**src/hw/emc_pkg.sv**
```systemverilog
// shared constants for the external memory control block
`default_nettype none
package emc_pkg;
    typedef enum logic [1:0] {
        EMC_MEM_ASYNC,
        EMC_MEM_SDRAM,
        EMC_MEM_SYNC
    } emc_mem_t;

    // register byte offsets
    localparam logic [3:0] EMC_OFF_CTRL   = 4'h0;
    localparam logic [3:0] EMC_OFF_SPACE  = 4'h4;
    localparam logic [3:0] EMC_OFF_ACCESS = 4'h8;
    localparam logic [3:0] EMC_OFF_STATUS = 4'hC;

    // control register fields
    localparam int EMC_CTRL_DIV_LSB   = 0;
    localparam int EMC_CTRL_SDPRES    = 2;
    localparam int EMC_CTRL_SELFREF   = 3;
    localparam int EMC_CTRL_GPO       = 4;
    localparam int EMC_CTRL_RDSEL     = 5;
    // space register: two bits of memory type per chip select space
    // access register fields
    localparam int EMC_ACC_WRITE      = 4;
    localparam int EMC_ACC_START      = 5;

    localparam logic [1:0] EMC_DIV_1 = 2'h0;
    localparam logic [1:0] EMC_DIV_2 = 2'h1;
    localparam logic [1:0] EMC_DIV_4 = 2'h2;

    localparam logic [1:0] EMC_STRAP_EXT  = 2'h0;
    localparam logic [1:0] EMC_STRAP_DIV4 = 2'h1;
    localparam logic [1:0] EMC_STRAP_DIV6 = 2'h2;

    localparam logic [31:0] EMC_CTRL_RST  = 32'h00000004;
    localparam logic [7:0]  EMC_SPACE_RST = 8'h00;

    // strobe countdown start; ready is honoured once this many cycles have passed in the strobe state, so the strobe lasts at least this many plus one
    localparam logic [3:0] EMC_STROBE_CYC = 4'h3;
    localparam logic [31:0] EMC_UNMAPPED  = 32'h00000000;
endpackage
`default_nettype wire

```
**src/hw/emc_ctrl.sv**
```systemverilog
// external memory control strobes, clocks, chip selects and hold arbitration
//
// The register addresses and the Avalon-MM interface to the registers were decided locally.
`default_nettype none
module emc_ctrl
    import emc_pkg::*;
(
    input  wire logic        clk_i,
    input  wire logic        rstn_i,
    input  wire logic [3:0]  avs_address_i,
    input  wire logic        avs_read_i,
    input  wire logic        avs_write_i,
    input  wire logic [31:0] avs_writedata_i,
    output logic      [31:0] avs_readdata_o,
    output logic             avs_waitrequest_o,
    input  wire logic        memif_ext_clock_in_i,
    input  wire logic [1:0]  clock_source_strap_pins_i,
    input  wire logic        host_bus_hold_request_i,
    input  wire logic        async_ready_in_i,
    output logic             host_bus_hold_grant_o,
    output logic             memif_bus_request_out_o,
    output logic             memif_clock_out_full_o,
    output logic             memif_clock_out_divided_o,
    output logic             read_column_strobe_n_o,
    output logic             output_enable_strobe_n_o,
    output logic             write_strobe_n_o,
    output logic             strobes_oe_o,
    output logic             sdram_clock_enable_out_o,
    output logic             fifo_space_output_enable_n_o,
    output logic [3:0]       chip_select_n_o
);
    typedef enum logic [2:0] {
        EMC_IDLE, EMC_SETUP, EMC_STROBE, EMC_HOLD, EMC_GRANT
    } emc_state_t;

    emc_state_t  state_q;
    logic [31:0] ctrl_q;
    logic [7:0]  space_q;
    logic [3:0]  sel_q;
    logic        wr_q;
    logic        pend_q;
    logic [3:0]  cnt_q;
    logic [1:0]  src_q;
    logic        strap_done_q;
    logic [2:0]  pre_q;
    logic        iclk_q;
    logic [1:0]  div_q;
    logic        ack_q;
    logic [31:0] rdata_q;

    function automatic emc_mem_t space_type(input logic [7:0] sp,
                                            input logic [3:0] oh);
        logic [1:0] t;
        t = 2'h0;
        for (int i = 0; i < 4; i++) begin
            if (oh[i]) begin
                t = sp[2*i +: 2];
            end
        end
        return emc_mem_t'(t);
    endfunction

    function automatic logic [3:0] space_onehot(input logic [3:0] top);
        logic [3:0] oh;
        oh = 4'h0;
        oh[top[1:0]] = 1'b1;
        return oh;
    endfunction

    // bus slave: one wait cycle, answer on the second edge
    always_ff @(posedge clk_i) begin
        if (!rstn_i) begin
            ack_q             <= 1'b0;
            avs_waitrequest_o <= 1'b1;
        end else begin
            ack_q             <= (avs_read_i | avs_write_i) & ~ack_q;
            avs_waitrequest_o <= ~((avs_read_i | avs_write_i) & ~ack_q);
        end
    end
    assign avs_readdata_o    = rdata_q;

    always_ff @(posedge clk_i) begin
        if (!rstn_i) begin
            rdata_q <= EMC_UNMAPPED;
        end else if (avs_read_i & ~ack_q) begin
            case (avs_address_i)
                EMC_OFF_CTRL:   rdata_q <= ctrl_q;
                EMC_OFF_SPACE:  rdata_q <= {24'h000000, space_q};
                EMC_OFF_ACCESS: rdata_q <= {26'h0000000, pend_q, wr_q,
                                            sel_q};
                EMC_OFF_STATUS: rdata_q <= {26'h0000000, src_q,
                                            host_bus_hold_grant_o,
                                            memif_bus_request_out_o,
                                            async_ready_in_i,
                                            state_q != EMC_IDLE};
                default:        rdata_q <= EMC_UNMAPPED;
            endcase
        end
    end

    always_ff @(posedge clk_i) begin
        if (!rstn_i) begin
            ctrl_q  <= EMC_CTRL_RST;
            space_q <= EMC_SPACE_RST;
        end else if (avs_write_i & ack_q) begin
            if (avs_address_i == EMC_OFF_CTRL) begin
                ctrl_q <= avs_writedata_i;
            end
            if (avs_address_i == EMC_OFF_SPACE) begin
                space_q <= avs_writedata_i[7:0];
            end
        end
    end

    // access request register; start is held pending until the fsm takes it
    always_ff @(posedge clk_i) begin
        if (!rstn_i) begin
            pend_q <= 1'b0;
            sel_q  <= 4'h1;
            wr_q   <= 1'b0;
        end else if (avs_write_i & ack_q &
                     avs_address_i == EMC_OFF_ACCESS &
                     avs_writedata_i[EMC_ACC_START]) begin
            pend_q <= 1'b1;
            sel_q  <= space_onehot(avs_writedata_i[3:0]);
            wr_q   <= avs_writedata_i[EMC_ACC_WRITE];
        end else if (state_q == EMC_IDLE & pend_q &
                     ~host_bus_hold_request_i) begin
            pend_q <= 1'b0;
        end
    end

    // strap sampled once after reset release
    always_ff @(posedge clk_i) begin
        if (!rstn_i) begin
            strap_done_q <= 1'b0;
            src_q        <= EMC_STRAP_EXT;
        end else if (!strap_done_q) begin
            strap_done_q <= 1'b1;
            src_q <= (clock_source_strap_pins_i == EMC_STRAP_DIV4 ||
                      clock_source_strap_pins_i == EMC_STRAP_DIV6)
                     ? clock_source_strap_pins_i : EMC_STRAP_EXT;
        end
    end

    // interface clock as a toggling level; core/4 and core/6 by prescaler
    always_ff @(posedge clk_i) begin
        if (!rstn_i) begin
            pre_q  <= 3'h0;
            iclk_q <= 1'b0;
        end else if (src_q == EMC_STRAP_EXT) begin
            pre_q  <= 3'h0;
            iclk_q <= memif_ext_clock_in_i;
        end else if (pre_q == ((src_q == EMC_STRAP_DIV4) ? 3'h1 : 3'h2)) begin
            pre_q  <= 3'h0;
            iclk_q <= ~iclk_q;
        end else begin
            pre_q <= pre_q + 3'h1;
        end
    end

    always_ff @(posedge clk_i) begin
        if (!rstn_i) begin
            memif_clock_out_full_o <= 1'b0;
        end else begin
            memif_clock_out_full_o <= iclk_q;
        end
    end

    // divider counts rising edges of the interface clock
    always_ff @(posedge clk_i) begin
        if (!rstn_i) begin
            div_q                     <= 2'h0;
            memif_clock_out_divided_o <= 1'b0;
        end else begin
            if (iclk_q & ~memif_clock_out_full_o) begin
                div_q <= div_q + 2'h1;
            end
            case (ctrl_q[EMC_CTRL_DIV_LSB +: 2])
                EMC_DIV_2: memif_clock_out_divided_o <= div_q[0];
                EMC_DIV_4: memif_clock_out_divided_o <= div_q[1];
                default:   memif_clock_out_divided_o <= iclk_q;
            endcase
        end
    end

    // access and hold sequencer
    always_ff @(posedge clk_i) begin
        if (!rstn_i) begin
            state_q <= EMC_IDLE;
            cnt_q   <= 4'h0;
        end else begin
            case (state_q)
                EMC_IDLE: begin
                    // host hold wins over a new access
                    if (host_bus_hold_request_i) begin
                        state_q <= EMC_GRANT;
                    end else if (pend_q) begin
                        state_q <= EMC_SETUP;
                    end
                end
                EMC_SETUP: begin
                    state_q <= EMC_STROBE;
                    cnt_q   <= EMC_STROBE_CYC;
                end
                EMC_STROBE: begin
                    if (cnt_q != 4'h0) begin
                        cnt_q <= cnt_q - 4'h1;
                    // wait on ready for async space
                    end else if (async_ready_in_i ||
                                 space_type(space_q, sel_q) != EMC_MEM_ASYNC)
                    begin
                        state_q <= EMC_HOLD;
                    end
                end
                EMC_HOLD: state_q <= EMC_IDLE;
                EMC_GRANT: begin
                    if (!host_bus_hold_request_i) begin
                        state_q <= EMC_IDLE;
                    end
                end
                default: state_q <= EMC_IDLE;
            endcase
        end
    end

    // pin outputs registered from state
    always_ff @(posedge clk_i) begin
        if (!rstn_i) begin
            host_bus_hold_grant_o        <= 1'b0;
            memif_bus_request_out_o      <= 1'b0;
            read_column_strobe_n_o       <= 1'b1;
            output_enable_strobe_n_o     <= 1'b1;
            write_strobe_n_o             <= 1'b1;
            strobes_oe_o                 <= 1'b1;
            fifo_space_output_enable_n_o <= 1'b1;
            chip_select_n_o              <= 4'hF;
        end else begin
            host_bus_hold_grant_o <= state_q == EMC_GRANT &
                                     host_bus_hold_request_i;
            memif_bus_request_out_o <= pend_q | (state_q != EMC_IDLE &
                                                 state_q != EMC_GRANT);
            strobes_oe_o <= ~(state_q == EMC_GRANT |
                              (state_q == EMC_IDLE &
                               host_bus_hold_request_i));
            read_column_strobe_n_o       <= 1'b1;
            output_enable_strobe_n_o     <= 1'b1;
            write_strobe_n_o             <= 1'b1;
            fifo_space_output_enable_n_o <= 1'b1;
            chip_select_n_o              <= 4'hF;
            if (state_q == EMC_SETUP || state_q == EMC_STROBE) begin
                chip_select_n_o <= ~sel_q;
            end
            if (state_q == EMC_STROBE) begin
                case (space_type(space_q, sel_q))
                    EMC_MEM_SDRAM: begin
                        read_column_strobe_n_o   <= 1'b0;
                        output_enable_strobe_n_o <= 1'b0;
                        write_strobe_n_o         <= ~wr_q;
                    end
                    EMC_MEM_SYNC: begin
                        read_column_strobe_n_o   <=
                            ctrl_q[EMC_CTRL_RDSEL] ? wr_q : 1'b0;
                        output_enable_strobe_n_o <= wr_q;
                        write_strobe_n_o         <= ~wr_q;
                        // fifo enable on space three only
                        fifo_space_output_enable_n_o <= ~(sel_q[3] & ~wr_q);
                    end
                    default: begin
                        read_column_strobe_n_o   <= wr_q;
                        output_enable_strobe_n_o <= wr_q;
                        write_strobe_n_o         <= ~wr_q;
                    end
                endcase
            end
        end
    end

    always_ff @(posedge clk_i) begin
        if (!rstn_i) begin
            sdram_clock_enable_out_o <= 1'b1;
        end else if (ctrl_q[EMC_CTRL_SDPRES]) begin
            sdram_clock_enable_out_o <= ~ctrl_q[EMC_CTRL_SELFREF];
        end else begin
            sdram_clock_enable_out_o <= ctrl_q[EMC_CTRL_GPO];
        end
    end

    property p_grant_needs_req;
        @(posedge clk_i) disable iff (!rstn_i)
        host_bus_hold_grant_o |-> $past(host_bus_hold_request_i);
    endproperty
    a_grant_needs_req: assert property (p_grant_needs_req)
        else $error("hold grant without request");

    property p_grant_floats;
        @(posedge clk_i) disable iff (!rstn_i)
        host_bus_hold_grant_o |-> !strobes_oe_o && chip_select_n_o == 4'hF;
    endproperty
    a_grant_floats: assert property (p_grant_floats)
        else $error("bus driven while granted");

    property p_cs_onehot;
        @(posedge clk_i) disable iff (!rstn_i)
        chip_select_n_o != 4'hF |-> $onehot(~chip_select_n_o);
    endproperty
    a_cs_onehot: assert property (p_cs_onehot)
        else $error("chip selects not one-hot");

    property p_fifo_space3;
        @(posedge clk_i) disable iff (!rstn_i)
        !fifo_space_output_enable_n_o |-> !chip_select_n_o[3];
    endproperty
    a_fifo_space3: assert property (p_fifo_space3)
        else $error("fifo enable outside space three");

    property p_full_clock;
        @(posedge clk_i) disable iff (!rstn_i)
        memif_clock_out_full_o == $past(iclk_q);
    endproperty
    a_full_clock: assert property (p_full_clock)
        else $error("full clock not following interface clock");

    property p_ready_wait;
        @(posedge clk_i) disable iff (!rstn_i)
        (state_q == EMC_STROBE && cnt_q == 4'h0 && !async_ready_in_i &&
         space_type(space_q, sel_q) == EMC_MEM_ASYNC)
        |=> state_q == EMC_STROBE;
    endproperty
    a_ready_wait: assert property (p_ready_wait)
        else $error("async strobe ended while not ready");

    property p_cke_gpo;
        @(posedge clk_i) disable iff (!rstn_i)
        !ctrl_q[EMC_CTRL_SDPRES] ##1 !$past(ctrl_q[EMC_CTRL_SDPRES])
        |-> sdram_clock_enable_out_o == $past(ctrl_q[EMC_CTRL_GPO]);
    endproperty
    a_cke_gpo: assert property (p_cke_gpo)
        else $error("clock enable not following general output bit");

    property p_busreq;
        @(posedge clk_i) disable iff (!rstn_i)
        (state_q == EMC_STROBE) |=> memif_bus_request_out_o;
    endproperty
    a_busreq: assert property (p_busreq)
        else $error("bus request low during access");
endmodule
`default_nettype wire

```
**config.mk**
```make
export PLATFORM = sky130hd
export DESIGN_NAME = emc_ctrl
export DESIGN_NICKNAME = d
export VERILOG_FILES = /design/src/hw/emc_pkg.sv /design/src/hw/emc_ctrl.sv
export SDC_FILE = /design/constraint.sdc
export NUM_CORES = 1
export LEC_CHECK = 0
export BUFFER_PORTS_ARGS = -buffer_cell sky130_fd_sc_hd__buf_2
export CAP_MARGIN = 10
export CORE_MARGIN = 2
export CORE_UTILIZATION = 58
export CTS_CLUSTER_SIZE = 30
export DETAILED_ROUTE_END_ITERATION = 8
export GPL_TIMING_DRIVEN = 0
export PLACE_DENSITY = 0.84
export REMOVE_ABC_BUFFERS = 1
export SLEW_MARGIN = 20
export SYNTH_ARGS = -nofsm -noshare
export SYNTH_HDL_FRONTEND = slang
export SYNTH_SLANG_ARGS = --single-unit
```
**constraint.sdc**
```tcl
create_clock -name clk_i -period 3.15 [get_ports clk_i]
set_input_delay 0.63 -clock clk_i [delete_from_list [all_inputs] [get_ports clk_i]]
set_output_delay 0.63 -clock clk_i [all_outputs]
set_load 0.02 [all_outputs]
```
Word-level counts from Yosys, hierarchy flattened
Cells that the tools add are included.
{ "totals": {"register_bits": 110, "word_cells": 130} }
{ "op_classes": {"n_addsub": 3, "order_cmp": 2, "n_eq_ne": 20, "n_mux": 32, "bitwise": 26, "reduce_logical": 21} }
{ "ops": {"columns": ["op", "n"], "rows": [
  ["$pmux W32 S4", 1],
  ["$mux W2", 11],
  ["$mux W3", 5],
  ["$and A1 B1 Y1", 12],
  ["$pmux W3 S4", 1],
  ["$not A1 Y1", 10],
  ["$reduce_and A2 Y1", 5],
  ["$mux W1", 9],
  ["$eq A2 B1 Y1 const B", 4],
  ["$eq A4 B4 Y1 const B", 2],
  ["$ne A2 B2 Y1 const B", 4],
  ["$pmux W4 S2", 1],
  ["$reduce_bool A2 Y1", 4],
  ["$eq A2 B2 Y1 const B", 3],
  ["$ne A3 B3 Y1 const B", 2],
  ["$eq A4 B3 Y1 const B", 1],
  ["$logic_not A4 Y1", 1],
  ["$mux W4", 1],
  ["$not A4 Y4", 1],
  ["$pmux W1 S2", 2],
  ["$reduce_and A4 Y1", 1],
  ["$reduce_bool A4 Y1", 1],
  ["$sub A4 B1 Y4 const B", 1],
  ["$add A3 B1 Y3 const B", 1],
  ["16 further kinds", 20]
]} }

Depth between registers and ports, before layout
{ "depth": {"word_depth": 12, "depth_mapped": 7, "depth_no_buf": 7} }

Worst setup path after synthesis
Ideal clock, no wire load.
{ "synth_timing": {"kind": "in2reg", "from": "input port avs_address_i[1]", "to": "register rdata_q[6], in the netlist avs_readdata_o[6]", "arrival_time_ns": 1.698, "required_ns": 3.080, "path_slack_ns": 1.382, "cell_stages": 4, "path_buffers": 1, "cell_sequence": "or3_1 > clkbuf_1 > or3_1 > a21oi_1"} }
{ "synth_via": {"elab_chain_cells": 2, "elab_cells_between_ends": 5, "classes_between": "eq/ne: 3; mux: 1; reduce/logical: 1"} }
{ "synth_rtl": {"columns": ["item", "line", "source"], "rows": [
  ["from (decl)", "emc_ctrl.sv:10", "input wire logic [3:0] avs_address_i,"],
  ["$eq A4 B4 Y1, or another cell as far along", "emc_ctrl.sv:86", "case (avs_address_i)"],
  ["$pmux W32 S4 *", "emc_ctrl.sv:86", null],
  ["to (signal assigned)", "emc_ctrl.sv:87", "EMC_OFF_CTRL: rdata_q <= ctrl_q;"],
  ["to (signal assigned)", "emc_ctrl.sv:88", "EMC_OFF_SPACE: rdata_q <= {24'h000000, space_q};"],
  ["to (signal assigned)", "emc_ctrl.sv:89", "EMC_OFF_ACCESS: rdata_q <= {26'h0000000, pend_q, wr_q,"],
  ["to (decl)", "emc_ctrl.sv:49", "logic [31:0] rdata_q;"]
]} }
Every way passes the cells marked *; elsewhere a longest branch is shown, timed or not.
A chain may end at the register's enable or synchronous reset.

Worst setup path after layout
{ "layout_timing": {"from": "input port avs_address_i[2]", "to": "register sel_q[0]"} }
{ "layout_via": {"elab_chain_cells": 3} }
{ "layout_rtl": {"columns": ["item", "line", "source"], "rows": [
  ["$eq A4 B4 Y1", "emc_ctrl.sv:122", "avs_address_i == EMC_OFF_ACCESS &"],
  ["$and A1 B1 Y1", "emc_ctrl.sv:121", "end else if (avs_write_i & ack_q &"],
  ["$and A1 B1 Y1", "emc_ctrl.sv:122", null],
  ["to (signal assigned)", "emc_ctrl.sv:125", "sel_q <= space_onehot(avs_writedata_i[3:0]);"],
  ["to (decl)", "emc_ctrl.sv:39", "logic [3:0] sel_q;"]
]} }
Every way passes these cells.

==> results.py <==
metrics = {
    "outcome": {
        "status": "complete, no violations",
    },
    "drt": {
        "dr.pass1.iters": 5,
        "wl_per_cell_um": 16.4,
        "drc": 0,
        "routed_wl_um": 10800,
        "drt_iter0_markers": 252,
        "vias": 3979,
        "vias_per_cell": 6.02,
        "ant_nets": 0,
    },
    "yosys": {
        "synth_area_per_cell_um2": 9.02,
        "ys_seq_area_share_pct": 49.8,
        "ys_warn_count": 0,
        "synth-edff-count": 0,
        "yosysUniqueCellTypes": 51,
        "synthFlopType": "dfxtp_1",
        "ys_ff_latch": 110,
        "synth_cells": 490,
        "netlist_area_um2": 4420,
        "async_flop_share_pct": 0,
    },
    "sta": {
        "setup_ws_ns": 0.878,
        "fin_skew_ns": 0.0120,
        "period_share_pct": 72.1,
        "holdWs_ns": 0.445,
        "slew_violations": 0,
        "finalSetupViolations": 0,
        "rsz0062_at_grt": "false",
        "fmax_mhz": 440,
        "max_slew_margin_pct": 48.3,
        "tns_ns": 0,
        "tightest_slew_ns": 0.776,
        "hold_viol": 0,
        "post-route-min-period_ns": 2.27,
    },
    "setup_path": {
        "arrival_ns": 2.53,
        "path_class": "input port to flip-flop",
        "worstSetupStartpointType": "input port",
        "worstPathMaxFanout": 33,
        "critical_path_required_ns": 3.41,
        "end_kind": "flip-flop",
    },
    "cts": {
        "root_buffer": "clkbuf_8",
        "cts_setup_buffers": 0,
        "clk_pin_slew_ns": 0.09,
        "h-tree-depth": 3,
        "clkLatencyLatePin_ns": 0.37,
        "post_cts_resized": 0,
        "cts_inserted_buffers": 9,
        "tritoncts": "yes",
        "clockBufferDepth": 2,
        "cts-hold-fix-buffers": 0,
        "cts.sinks": 110,
    },
    "layout": {
        "diodes": 0,
        "final_layout_size_suffix_gt1_share_pct": 21.5,
        "nNetsFinal": 609,
        "area_growth_pct": 15.6,
        "utilization_pct": 69.7,
    },
    "global_route": {
        "grt_pass1_vias": 3856,
        "overflow": 0,
        "grt.total_usage_pct": 26.0,
        "antenna_found_initial": 0,
        "grt_max_degree": 49,
        "grt_pass1_wl_um": 17600,
    },
    "run": {
        "maxCapViolCount": 0,
    },
    "place": {
        "gp_congestion": 0.801,
        "hpwl_um": 7180,
        "numPortBuffers": 91,
        "pre_cts_slack_ns": 0.506,
    },
    "pwr": {
        "irDropWorstVdd_v": 0.000340,
        "leakage_nw": 1.97,
        "cellPowerDensity_nw_per_um2": 463,
        "report.power.total_w": 0.00237,
    },
    "floorplan": {
        "start_util_pct": 60.3,
        "io-pin-count": 92,
        "core-area_um2": 7330,
        "dieArea_um2": 8340,
        "die_w_um": 91.3,
        "row_count": 31,
        "die_y_um": 91.3,
    },
    "min_path": {
        "hold_class": "flip-flop to flip-flop",
    },
}
worst paths after layout:
check / start / to / slack [ns] / cells past startpoint
worst max register to register: ack_q$_SDFF_PN0_ / sel_q[0]$_SDFFE_PN1P_ / 1.02 / 3
worst min-delay path: sel_q[0]$_SDFFE_PN1P_ / chip_select_n_o[0]$_SDFF_PN1_ / 0.45 / 1
worst max-delay path: avs_address_i[2] / sel_q[0]$_SDFFE_PN1P_ / 0.88 / 4
worst min register to register: sel_q[0]$_SDFFE_PN1P_ / chip_select_n_o[0]$_SDFF_PN1_ / 0.45 / 1
synthesized netlist by cell type, types with 6 or more instances:
cell type  instances  share of area [%]
a22o_1             7                1.4
inv_1             10               0.85
o22ai_1            6               0.85
a21oi_1           50                5.7
nand2_1           21                1.8
ha_1               7                2.0
nor3b_1            6                1.0
mux2i_1           18                4.1
a32oi_1           24                4.8
nor3_1             6               0.68
dfxtp_1          110                 50
clkbuf_1          32                2.7
o21ai_0           45                5.1
nand3b_1           6                1.0
nor2_1            36                3.1
nand3_1           44                5.0
final cells by class:
type	instances	area, um2
Fill cell	590	2220
Multi-Input combinational cell	328	2020
Inverter	10	37.5
Timing Repair Buffer	98	547
Clock inverter	2	16.3
Clock buffer	14	163
Sequential cell	110	2200
Tap cell	99	124
metal layers:
layer / track usage [%] / routed length [um] / share of wire, % / vias to the layer above
met4: 10.7 / 233 / 2.2 / 0
met5: 0 / 0 / 0 / -
met1: 30.9 / 4400 / 41 / 1901
met2: 44.3 / 5400 / 50 / 142
met3: 7.22 / 785 / 7.3 / 24
li1: - / - / - / 1912
stage by stage:
| stage | area, um2 | instances |
|---|---|---|
| global placement | 4820 | 638 |
| global route | 5110 | 661 |
| CTS | 5100 | 660 |
| detailed placement | 4920 | 644 |
| finish | 5110 | 661 |
| floorplan | 4250 | 448 |
sequential cells by signal, indices dropped and copies added, names as in the netlist, 2 cells and up:
name / cells
avs_readdata_o: 32
chip_select_n_o: 4
cnt_q: 4
ctrl_q: 32
div_q: 2
pre_q: 3
sel_q: 4
space_q: 8
src_q: 2
state_q: 3
placed cells by master (no fill, tap or decap), types with 7 or more instances in the layout:
cell / Yosys / layout
dfxtp_1: 110 / 110
inv_1: 10 / 9
nor2_1: 36 / 36
buf_2: 5 / 91
nand3_1: 44 / 44
clkbuf_8: 0 / 11
a21oi_1: 50 / 50
a32oi_1: 24 / 24
ha_1: 7 / 7
mux2i_1: 18 / 18
a22o_1: 7 / 7
nand2_1: 21 / 21
o21ai_0: 45 / 45
worst max-delay path, stage by stage:
cell	delay [ns]
buf_2	0.26
and3b_2	0.75
nand4_1	0.47
mux2_2	0.41
logic make-up after synthesis:
family,synth area share (%)
buffers and inverters,4.81
adders and majority gates,1.98
DFF,49.8
muxes,4.33
AOI/OAI and AO/OA,20.8
and+or+nand+nor,17.4
xor gates and xnor gates,0.793
report_power, final:
part	total, W	switching (W)	internal, W
logic	0.000171	0.000112	0.0000592
registers	0.00142	0.0000130	0.00140
clock network	0.000778	0.000443	0.000334
No activity file was read; power rests on OpenSTA's default activity.
